### config.mk
export PLATFORM = sky130hd
export DESIGN_NAME = asrc_ctrl
export DESIGN_NICKNAME = d
export VERILOG_FILES = /design/src/hw/asrc_pkg.sv /design/src/hw/asrc_ctrl.sv
export SDC_FILE = /design/constraint.sdc
export NUM_CORES = 1
export LEC_CHECK = 0
export ABC_AREA = 1
export BUFFER_PORTS_ARGS = -buffer_cell sky130_fd_sc_hd__buf_2
export CAP_MARGIN = 40
export CORE_MARGIN = 3
export CORE_UTILIZATION = 40
export CTS_BUF_LIST = sky130_fd_sc_hd__clkbuf_8 sky130_fd_sc_hd__clkbuf_16
export CTS_CLUSTER_DIAMETER = 40
export DETAILED_ROUTE_END_ITERATION = 8
export HOLD_SLACK_MARGIN = 0.12
export PLACE_DENSITY = 0.72
export SYNTH_ARGS = -nofsm -noshare
export SYNTH_HDL_FRONTEND = slang
export SYNTH_SLANG_ARGS = --single-unit
### constraint.sdc
create_clock -name sys_clk -period 1.7 [get_ports sys_clk]
set_clock_uncertainty 0.2 [all_clocks]
set_input_delay 0.34 -clock sys_clk [delete_from_list [all_inputs] [get_ports sys_clk]]
set_output_delay 0.34 -clock sys_clk [all_outputs]
set_load 0.005 [all_outputs]
### src/hw/asrc_pkg.sv
// package for the host-side controller of an async 1k x 4 sram with clear
// assumes a 100 MHz sys_clk; all device pins are plain registered outputs
package asrc_pkg;

  // ==========================================================
  // geometry and timing
  localparam int ASRC_AW = 10;
  localparam int ASRC_DW = 4;
  localparam int ASRC_CLK_PERIOD_NS = 10;
  localparam int ASRC_CLEAR_PULSE_WIDTH_NS = 12;
  localparam int ASRC_CLEAR_CYCLE_TIME_NS = 24;
  localparam int ASRC_STROBE_HOLD_AFTER_CLEAR_NS = 12;
  localparam int ASRC_WRITE_PULSE_NS = 8;
  localparam int ASRC_READ_ACCESS_NS = 12;
  // least times round up to whole cycles
  localparam int ASRC_CLR_LOW_CYC =
    (ASRC_CLEAR_PULSE_WIDTH_NS + ASRC_CLK_PERIOD_NS - 1) / ASRC_CLK_PERIOD_NS;
  localparam int ASRC_CLR_HOLD_CYC =
    (ASRC_STROBE_HOLD_AFTER_CLEAR_NS + ASRC_CLK_PERIOD_NS - 1)
    / ASRC_CLK_PERIOD_NS;
  localparam int ASRC_CLR_CYC_MIN =
    (ASRC_CLEAR_CYCLE_TIME_NS + ASRC_CLK_PERIOD_NS - 1) / ASRC_CLK_PERIOD_NS;
  localparam int ASRC_WR_CYC =
    (ASRC_WRITE_PULSE_NS + ASRC_CLK_PERIOD_NS - 1) / ASRC_CLK_PERIOD_NS;
  localparam int ASRC_RD_CYC =
    (ASRC_READ_ACCESS_NS + ASRC_CLK_PERIOD_NS - 1) / ASRC_CLK_PERIOD_NS;
  localparam logic [3:0] ASRC_CNT_RST = 4'h0;

  // ==========================================================
  // host command and pin bundle
  typedef enum logic [1:0] {
    ASRC_OP_READ,
    ASRC_OP_WRITE,
    ASRC_OP_CLEAR
  } asrc_op_t;

  typedef struct packed {
    asrc_op_t op;
    logic [ASRC_AW-1:0] addr;
    logic [ASRC_DW-1:0] wdata;
  } asrc_req_t;

  typedef struct packed {
    logic sel_n;
    logic wr_n;
    logic oe_n;
    logic array_clear_n;
    logic [ASRC_AW-1:0] addr;
    logic [ASRC_DW-1:0] din;
  } asrc_pins_t;

  localparam asrc_pins_t ASRC_PINS_IDLE = '{
    sel_n: 1'b1, wr_n: 1'b1, oe_n: 1'b1, array_clear_n: 1'b1,
    addr: '0, din: '0};
endpackage

### src/hw/asrc_ctrl.sv
// host controller driving an async 1k x 4 sram with array clear
// assumes the device pins are sampled by the sram as plain levels and the
// data outputs arrive synchronous to sys_clk
// Operation
// - data held stable across rising edge ending the write
// - address valid no later than select falls
// - clear low at least 12 ns with select low, strobe high
// - clear cycle at least 24 ns before next access
// - strobe high and address stable 12 ns after clear rises
module asrc_ctrl
  import asrc_pkg::*;
(
  input wire logic sys_clk,
  input wire logic rst_n,
  input wire asrc_pkg::asrc_req_t req,
  input wire logic req_valid,
  output logic req_ready,
  output logic rsp_valid,
  output logic [asrc_pkg::ASRC_DW-1:0] rsp_data,
  output asrc_pkg::asrc_pins_t pins,
  input wire logic [asrc_pkg::ASRC_DW-1:0] dout
);
  import asrc_pkg::*;

  // one state per pin phase of an access
  typedef enum logic [2:0] {
    ST_IDLE, ST_SETUP, ST_WRITE, ST_READ, ST_CLR_LOW, ST_CLR_HOLD, ST_DONE
  } asrc_state_t;

  asrc_state_t state_q;
  asrc_req_t cur_q;
  logic [3:0] cnt_q;
  asrc_pins_t pins_q;
  logic ready_q;
  logic rsp_valid_q;
  logic [ASRC_DW-1:0] rsp_data_q;

  // ==========================================================
  // sequencer: one access at a time, pins change only between phases
  always_ff @(posedge sys_clk) begin
    if (!rst_n) begin
      state_q <= ST_IDLE;
      cur_q <= '0;
      cnt_q <= ASRC_CNT_RST;
      pins_q <= ASRC_PINS_IDLE;
      ready_q <= 1'b0;
      rsp_valid_q <= 1'b0;
      rsp_data_q <= '0;
    end else begin
      rsp_valid_q <= 1'b0;
      case (state_q)
        ST_IDLE: begin
          ready_q <= 1'b1;
          pins_q <= ASRC_PINS_IDLE;
          if (req_valid && ready_q) begin
            ready_q <= 1'b0;
            cur_q <= req;
            // address and data settle one cycle before select falls
            pins_q.addr <= req.addr;
            pins_q.din <= req.wdata;
            state_q <= ST_SETUP;
          end
        end
        ST_SETUP: begin
          // select falls now; the op picks which control falls with it
          pins_q.sel_n <= 1'b0;
          cnt_q <= ASRC_CNT_RST;
          case (cur_q.op)
            ASRC_OP_WRITE: begin
              pins_q.wr_n <= 1'b0;
              state_q <= ST_WRITE;
            end
            ASRC_OP_CLEAR: begin
              pins_q.array_clear_n <= 1'b0;
              state_q <= ST_CLR_LOW;
            end
            default: begin
              pins_q.oe_n <= 1'b0;
              state_q <= ST_READ;
            end
          endcase
        end
        ST_WRITE: begin
          cnt_q <= cnt_q + 4'h1;
          if (cnt_q == 4'(ASRC_WR_CYC - 1)) begin
            // strobe rises first, select a cycle later; data still held
            pins_q.wr_n <= 1'b1;
            state_q <= ST_DONE;
          end
        end
        ST_READ: begin
          // wait out the access time, then take the word and drop oe
          cnt_q <= cnt_q + 4'h1;
          if (cnt_q == 4'(ASRC_RD_CYC)) begin
            rsp_data_q <= dout;
            rsp_valid_q <= 1'b1;
            pins_q.oe_n <= 1'b1;
            state_q <= ST_DONE;
          end
        end
        ST_CLR_LOW: begin
          // hold the clear low for the least pulse width
          cnt_q <= cnt_q + 4'h1;
          if (cnt_q == 4'(ASRC_CLR_LOW_CYC - 1)) begin
            pins_q.array_clear_n <= 1'b1;
            cnt_q <= ASRC_CNT_RST;
            state_q <= ST_CLR_HOLD;
          end
        end
        ST_CLR_HOLD: begin
          // strobe stays high, address frozen, cycle runs out
          cnt_q <= cnt_q + 4'h1;
          if (cnt_q >= 4'(ASRC_CLR_HOLD_CYC - 1) &&
              cnt_q + 4'(ASRC_CLR_LOW_CYC) >=
              4'(ASRC_CLR_CYC_MIN - 1)) begin
            state_q <= ST_DONE;
          end
        end
        default: begin
          // deselect with oe high so no read starts
          pins_q.sel_n <= 1'b1;
          pins_q.oe_n <= 1'b1;
          state_q <= ST_IDLE;
        end
      endcase
    end
  end

  // outputs come straight from their registers
  assign req_ready = ready_q;
  assign rsp_valid = rsp_valid_q;
  assign rsp_data = rsp_data_q;
  assign pins = pins_q;
endmodule

# ---- Word-level counts from Yosys, hierarchy flattened
# Index checks and enable logic that the tools add are counted.
dict set report word_totals {
  inputBits 23
  elab_cells 74
  output_inout_bits 24
  regBits 33
}
dict set report op_classes {
  reduce_logical 18
  n_mux 22
  n_addsub 2
  eq_ne 17
  bitwise_logic 1
  magnitude_cmp 2
}
# operator n
set op_table {}
lappend op_table {{$pmux 3 s6} 1}
lappend op_table {{$mux 3} 5}
lappend op_table {{$mux 14} 1}
lappend op_table {{$ne 2x2->1 const B} 6}
lappend op_table {{$pmux 4 s3} 1}
lappend op_table {{$pmux 1 s3} 3}
lappend op_table {{$reduce_and 3->1} 3}
lappend op_table {{$reduce_bool 3->1} 3}
lappend op_table {{$mux 1} 8}
lappend op_table {{$eq 3x2->1 const B} 2}
lappend op_table {{$eq 3x3->1 const B} 2}
lappend op_table {{$pmux 3 s2} 1}
lappend op_table {{$reduce_and 2->1} 3}
lappend op_table {{$reduce_or 3->1} 2}
lappend op_table {{$reduce_and 5->1} 1}
lappend op_table {{$add 4x1->4 const B} 1}
lappend op_table {{$add 4x2->4 const B} 1}
lappend op_table {{$eq 4x1->1 const B} 1}
lappend op_table {{$eq 4x2->1 const B} 1}
lappend op_table {{$ge 4x1->1 const B} 1}
lappend op_table {{$ge 4x2->1 const B} 1}
lappend op_table {{$logic_not 4->1} 1}
lappend op_table {{$mux 4} 1}
lappend op_table {{$ne 2x1->1 const B} 2}
lappend op_table {{other kinds (9)} 10}

# ---- Depth between registers and ports, before layout
# Gate-level depths: netlist of run 1.
dict set report logic_depth {
  ltp_word 5
  ltp_mapped 11
  mapped_depth_nobuf 11
}

# ---- Worst setup path before layout of run 1
# Ideal clock, no wire load.
dict set report synth_timing {
  path_type {flip-flop to flip-flop}
  from {register cnt_q[0]}
  to {register state_q[0]}
  period_less_slack_ps 1511
  required_time_ps 1385
  setup_slack_ps 189
  stages_incl_launch_ff 11
  arrival_ps 1196
  cell_sequence {dfxtp_1 inv_1 ha_1 inv_1 nand2_1 nor2_1 nand2_1 nand2_1 nand2_1 a21oi_1 nor2_1}
}
dict set report synth_between {
  elab_chain_cells 5
  word_cells_on_any_way 12
}
# item line_no
set synth_lines {}
lappend synth_lines {{start: declaration} asrc_ctrl.sv:32} ;# logic [3:0] cnt_q;
lappend synth_lines {{start signal: assignment} asrc_ctrl.sv:84} ;# cnt_q <= cnt_q + 4'h1;
lappend synth_lines {{start signal: assignment} asrc_ctrl.sv:93} ;# cnt_q <= cnt_q + 4'h1;
lappend synth_lines {{start signal: assignment} asrc_ctrl.sv:103} ;# cnt_q <= cnt_q + 4'h1;
lappend synth_lines {{$add 4x2->4} asrc_ctrl.sv:114} ;# cnt_q + 4'(ASRC_CLR_LOW_CYC) >=
lappend synth_lines {{$ge 4x2->1} asrc_ctrl.sv:114}
lappend synth_lines {{$logic_and 1x1->1} asrc_ctrl.sv:113} ;# if (cnt_q >= 4'(ASRC_CLR_HOLD_CYC - 1) &&
lappend synth_lines {{$ne 2x2->1 (no line)} -}
lappend synth_lines {{$reduce_and 5->1 (no line) (*)} -}
lappend synth_lines {{end signal: assignment} asrc_ctrl.sv:107} ;# state_q <= ST_CLR_HOLD;
lappend synth_lines {{end signal: assignment} asrc_ctrl.sv:116} ;# state_q <= ST_DONE;
lappend synth_lines {{end signal: assignment} asrc_ctrl.sv:123} ;# state_q <= ST_IDLE;
lappend synth_lines {{end: declaration} asrc_ctrl.sv:30} ;# asrc_state_t state_q;
# Mark *: on every way between the ends. The rest lies on a longest branch, timed or not.
# A chain may end at the register's enable or synchronous reset.

# ---- Worst setup path after layout of run 1
dict set report layout_timing {
  from {register cnt_q[0]}
  to {register state_q[1]}
}
# Same word-level chain as after synthesis.

==> results of run 1 <==
-- worst reg2reg max path: stages (launching register included) --
cell and delay (ns):
dfxtp_2 0.33, inv_2 0.08, ha_1 0.17, nand2_1 0.13, nand2_2 0.11, nand2_1 0.11
nor2_4 0.16, nand3_1 0.09, nand2_1 0.06, nor2_1 0.04
-- flip-flops by register name (all words and copies together), names as in the netlist --
register   cells
cur_q          2
cnt_q          4
rsp_valid      1
rsp_data       4
pins          18
req_ready      1
state_q        3
-- cells by family (layout without fill, tap and decap cells) --
family,after synthesis,after routing,synth area share [%]
buffers and inverters,29,105,9.33
AO/OA/AOI/OAI,36,36,11.8
AND/OR/NAND/NOR,127,127,33.8
adder cells (fa/ha/maj),11,11,7.60
XOR/XNOR,2,2,0.968
flip-flops,33,33,36.5
-- power breakdown --
group,switching (W),internal [W]
clock network,0.000284,0.000472
registers,0.000162,0.000934
logic,0.000907,0.000655
-- path summary, 6_finish.rpt --
| check | depth (start not counted) | start | slack (ns) | endpoint |
|---|---|---|---|---|
| setup / recovery | 9 | cnt_q[0] | 0.11 | state_q[1] |
| setup reg to reg | 9 | cnt_q[0] | 0.11 | state_q[1] |
| hold reg to reg | 2 | pins[16] | 0.25 | pins[16] |
| hold / removal | 3 | req[14] | 0.14 | cur_q[14] |
-- what timing repair did --
action / 4_1_cts / 5_1_grt
resized for setup: 2 / 11
setup buffers: 0 / 2
setup endpoints to repair: 6 / 14
hold buffers: 18 / 0
pin swaps: 0 / 3
endpoints found under the hold margin: 18 / 0
-- cells in the mapped netlist (3+ instances only) --
master    instances  area [um2]
nor2_1           31         116
o21ai_0          11        55.1
nand3_1          13        65.1
nand2_1          60         225
inv_1            17        63.8
a21oi_1          16        80.1
clkbuf_1          3        11.3
buf_6             3        33.8
dfxtp_1          33         661
nand2_2          10        62.6
ha_1             11         138
a21oi_2           9        78.8
-- per-layer routing --
layer	vias up	wire length, um	GRT usage, %	part of all wire (%)
li1	907	-	-	-
met1	769	1950	20.2	47
met2	44	1960	27.4	47
met3	5	220	4.24	5.3
met4	0	36	5.12	0.86
met5	-	0	0	0
-- final cells by class --
class	count	share of cell area, %
timing repair buffer	76	21.3
multi-input combinational	176	40.3
tap	50	2.54
clock inverter	2	1.37
inverter	21	3.90
sequential	33	27.2
clock buffer	6	3.35
-- metrics by stage --
step,hold slack [ns],util [%],area [um2]
after floorplan,0.251,-,1810
after global placement,0.237,51.1,2130
after detailed placement,0.239,51.1,2130
after CTS,0.135,58.2,2430
after global routing,0.189,59.1,2470
final,0.141,59.1,2470
-- placed cells by master (no fill, tap or decap), types with 2 or more instances in the layout --
cell           count
nor2_8             2
nor2_1            31
inv_4              2
nor2_4             2
a21oi_2            9
buf_12             2
dlygate4sd3_1     18
clkbuf_8           6
ha_1              10
buf_2             46
nor2_2             2
nand2_2           12
nand3_1           13
o21ai_0           11
dfxtp_4            2
dfxtp_1           28
dfxtp_2            3
inv_1             16
inv_2              2
a21oi_1           16
xor2_1             2
buf_4             10
nand2_1           58
==> impl_metrics.py, run 1 <==
metrics = {
    "placement": {
        "gp_congestion": 0.899,
        "place_inst": 336,
        "io_buffers": 46,
        "hpwlAfterDp_mm": 2.92,
        "post-place-ws_ns": -0.0223,
    },
    "grt": {
        "grt_first_pass_wirelength_mm": 7.07,
        "grt_use_total_pct": 16.3,
        "grt_max_degree": 14,
        "grt-ovfl-total": 0,
        "antenna_found_initial": 0,
        "grt_pass1_vias": 1658,
    },
    "setup_path": {
        "cpMostUsedCell": "nand2_1",
        "critical_path.endpoint_type": "register",
        "crit_path_start_kind": "register",
        "required_ns": 1.67,
        "crit_family": "simple AND/OR/NAND/NOR gates",
        "critPathSlowestCell": "dfxtp_2",
        "path_max_fanout": 6,
        "arrival_ns": 1.56,
        "critical_path.cell_chain": "inv_2, ha_1, nand2_1, nand2_2, nand2_1, nor2_4, nand3_1, nand2_1, nor2_1",
        "worst-path-buf-inv": 1,
        "cpPeakStageDelay_ns": 0.33,
        "worstSetupPathType": "register to register",
    },
    "layout": {
        "seq_area_um2": 672,
        "syn2layout_area_growth_pct": 36.3,
        "diodes": 0,
        "fin_cells": 364,
        "nFillCells": 340,
        "multi_input_area_um2": 995,
        "drive_above_1_share_pct": 34.1,
        "nNetsFinal": 347,
    },
    "timing": {
        "slew_headroom_pct": 77.9,
        "fin_crit_sh_pct": 93.3,
        "tns_ns": 0,
        "tightestPinTransition_ns": 0.331,
        "rsz0062_at_grt": "false",
        "setup_ws_ns": 0.114,
        "finalHoldViolCount": 0,
        "final.min_clock_period_ns": 1.59,
        "slew_viol_final": 0,
        "fmax_mhz": 630,
        "setup_viol_count_final": 0,
    },
    "floorplanning": {
        "io_pins": 47,
        "dieArea_um2": 5370,
        "fp.coreArea_um2": 4170,
        "dieHeight_um": 73.3,
        "start_util_pct": 43.4,
        "row_count": 23,
        "die_w_um": 73.3,
    },
    "routing": {
        "drtIter0Drc": 64,
        "wl_per_cell_um": 11.5,
        "drtPass1Iterations": 4,
        "antenna_left": 0,
        "avgViaCountPerCell": 4.74,
        "vias": 1725,
        "drc": 0,
        "wl_mm": 4.17,
    },
    "clock_network": {
        "cts_tree": "built",
        "clock-sinks": 33,
        "clockBufferDepth": 2,
        "cts-root-buf": "clkbuf_8",
        "ctsHtreeMaxLevel": 2,
        "clk_pin_slew_ns": 0.07,
        "cts_buffers": 5,
        "clock_latency_ns": 0.28,
    },
    "status": {
        "status": "finished, final reports clean",
    },
    "logic_synthesis": {
        "synthesis.area_um2": 1810,
        "synth_nets": 272,
        "ys_seq_elements": 33,
        "syn_area_per_cell_um2": 7.61,
        "ys_types": 28,
        "synth-edff-count": 0,
        "async_flop_share_pct": 0,
        "synth_flop_cell": "dfxtp_1",
        "ys_seq_area_share_pct": 36.5,
        "postSynthCellCount": 238,
        "synth-warning-count": 0,
    },
    "power": {
        "power.density_nw_per_um2": 1380,
        "ir_drop_mv": 1.02,
        "leakagePower_nw": 1.19,
        "fin_total_pwr_w": 0.00341,
    },
    "worst_hold_path": {
        "worstHoldPathType": "input pin to register",
    },
    "run": {
        "maxCapViolCount": 0,
    },
}
Note: power is estimated with default switching activity, not from simulation.
==> run 2, diff against run 1 <==
Settings changed: ABC_AREA 1 to 0, PLACE_DENSITY 0.72 to 0.73, SKIP_LAST_GASP set to 1.
==> impl_metrics.py, run 2 <==
metrics = {
    "routing": {
        "drtIter0Drc": 68,
        "vias": 1668,
        "dr_wl_met3_um": 252,
        "wl_mm": 4.65,
        "wl_per_cell_um": 14.4,
        "wl_met1_mm": 2.01,
        "drc": 0,
        "antenna_left": 0,
        "dr_wl_met2_mm": 2.31,
        "top_layer": "met4",
        "drtPass1Iterations": 4,
        "avgViaCountPerCell": 5.16,
    },
    "placement": {
        "hpwlAfterDp_mm": 2.92,
        "dpl_cell_area_um2": 2090,
        "gp_congestion": 0.852,
        "io_buffers": 46,
        "post-place-ws_ns": -0.133,
    },
    "setup_path": {
        "critical_path.endpoint_type": "register",
        "critical_path.cell_chain": "inv_2, ha_4, or3b_4, a22oi_4, o2111ai_4, o32ai_2",
        "required_ns": 1.70,
        "worstSetupPathType": "register to register",
        "path_max_fanout": 3,
        "arrival_ns": 1.83,
        "critPathSlowestCell": "or3b_4",
        "crit_path_start_kind": "register",
        "cpPeakStageDelay_ns": 0.41,
    },
    "worst_hold_path": {
        "worstHoldPathType": "register to register",
    },
    "status": {
        "failed_checks": "negative setup slack",
        "status": "finished, violations left",
    },
    "power": {
        "power.density_nw_per_um2": 1350,
        "ir_drop_mv": 1.32,
        "leakagePower_nw": 1.17,
    },
    "layout": {
        "drive_above_1_share_pct": 41.5,
        "largest_reg_flops": 18,
        "nFillCells": 267,
        "final_common_cell": "buf_2",
        "fin_area_um2": 2520,
        "nNetsFinal": 308,
        "final_cell_mix": "46 x buf_2, 30 x dfxtp_1, 29 x buf_4",
        "diodes": 0,
        "syn2layout_area_growth_pct": 55.8,
    },
    "grt": {
        "grt_first_pass_wirelength_mm": 7.83,
        "grt-ovfl-total": 0,
        "grt_max_degree": 22,
        "grt_use_total_pct": 20.0,
        "grt_pass1_vias": 1696,
        "antenna_found_initial": 0,
    },
    "logic_synthesis": {
        "yosys.area.top_type": "dfxtp_1",
        "ys_types": 45,
        "synthesis.area_um2": 1620,
        "synthTopCellsByArea": "dfxtp_1 41%, ha_1 8.5%, a22oi_1 6.5%",
        "yosysMostFrequentCell": "dfxtp_1",
        "synth-warning-count": 0,
        "syn_area_per_cell_um2": 8.98,
        "async_flop_share_pct": 0,
        "synth_flop_cell": "dfxtp_1",
        "postSynthCellCount": 180,
        "synth_top_area_share_pct": 40.9,
        "synth-edff-count": 0,
        "synth_nets": 214,
        "ys_seq_elements": 33,
        "synthTopCellsByCount": "33 x dfxtp_1, 25 x nor2_1, 18 x nand2_1",
        "ys_seq_area_share_pct": 40.9,
    },
    "floorplanning": {
        "die_w_um": 69.6,
        "row_count": 22,
        "dieHeight_um": 69.6,
        "start_util_pct": 42.9,
        "io_pins": 47,
        "dieArea_um2": 4840,
        "fp.coreArea_um2": 3770,
    },
    "timing": {
        "final.min_clock_period_ns": 1.83,
        "fin_crit_sh_pct": 107,
        "slew_viol_final": 0,
        "slew_headroom_pct": 76.0,
        "setup_viol_count_final": 10,
        "rsz0062_at_grt": "true",
        "fmax_mhz": 548,
        "setup_ws_ns": -0.126,
        "finalHoldViolCount": 0,
        "tightestPinTransition_ns": 0.359,
    },
    "clock_network": {
        "clock-sinks": 33,
        "cts_buffers": 5,
        "cts_tree": "built",
        "ctsHtreeMaxLevel": 2,
        "clock_latency_ns": 0.28,
        "clockBufferDepth": 2,
        "clk_pin_slew_ns": 0.07,
        "cts-root-buf": "clkbuf_8",
    },
    "run": {
        "maxCapViolCount": 0,
    },
}
[run 2: path summary, 6_finish.rpt]
path | from | endpoint | slack (ns) | depth (start not counted)
hold reg to reg | pins[16] | pins[16] | 0.26 | 1
hold / removal | pins[16] | pins[16] | 0.26 | 1
setup / recovery | cnt_q[0] | state_q[1] | -0.13 | 6
setup reg to reg | cnt_q[0] | state_q[1] | -0.13 | 6
[run 2: layout make-up]
cell class                 count  area (um2)  area share [%]
multi-input combinational    129         990            39.3
timing repair buffer          98         689            27.4
sequential                    33         667            26.5
clock buffer                   5        68.8            2.73
tap                           48        60.1            2.38
inverter                       7        30.0            1.19
clock inverter                 3        13.8           0.546
[run 2: per-layer routing]
metal  global-route usage (%)  up-vias
met5                        0        -
met2                     35.6       50
met3                     5.94        9
met1                     22.4      786
li1                         -      823
met4                     7.59        0
[run 2: power by group]
group | switching [W] | leakage, nW | internal, W | total, W
Combinational | 0.000952 | 0.847 | 0.000883 | 0.00183
Sequential | 0.0000865 | 0.270 | 0.000903 | 0.000990
Clock | 0.000292 | 0.0491 | 0.000278 | 0.000570
Total | 0.00133 | 1.17 | 0.00206 | 0.00339
[run 2: logic make-up (layout without fill, tap and decap cells)]
logic type	Yosys count	after routing	share of synthesized area, %
fa+ha+maj	11	11	8.51
mux	5	5	3.10
compound gates	44	44	20.6
xor+xnor	1	1	0.542
buf+inv	18	113	5.11
flops	33	33	40.9
simple gates	68	68	21.3
[run 2: worst max-delay path, delay by kind of cell, from the launching register on]
family          cells  cell delay (ns)
compound gates      3             0.59
simple gates        1             0.41
flops               1             0.33
fa+ha+maj           1             0.13
buf+inv             1             0.08
[run 2: timing repair]
item,4_1_cts,5_1_grt
hold buffers,21,0
endpoints found under the setup margin,12,32
hold endpoints to repair,21,0
buffers inserted,1,3
pin swaps,5,2
resized for setup,10,12
[run 2: per-stage QoR]
step / cells / power [W] / utilization, % / setup TNS, ns / hold slack [ns]
finish: 323 / 0.00340 / 66.8 / -0.959 / 0.263
global route: 323 / 0.00362 / 66.8 / -1.85 / 0.290
CTS: 320 / 0.00321 / 64.6 / -0.816 / 0.266
detailed placement: 290 / 0.00255 / 55.3 / -0.953 / 0.249
global placement: 290 / 0.00253 / 55.3 / -0.706 / 0.246
floorplan: 180 / 0.00194 / - / -0.515 / 0.202
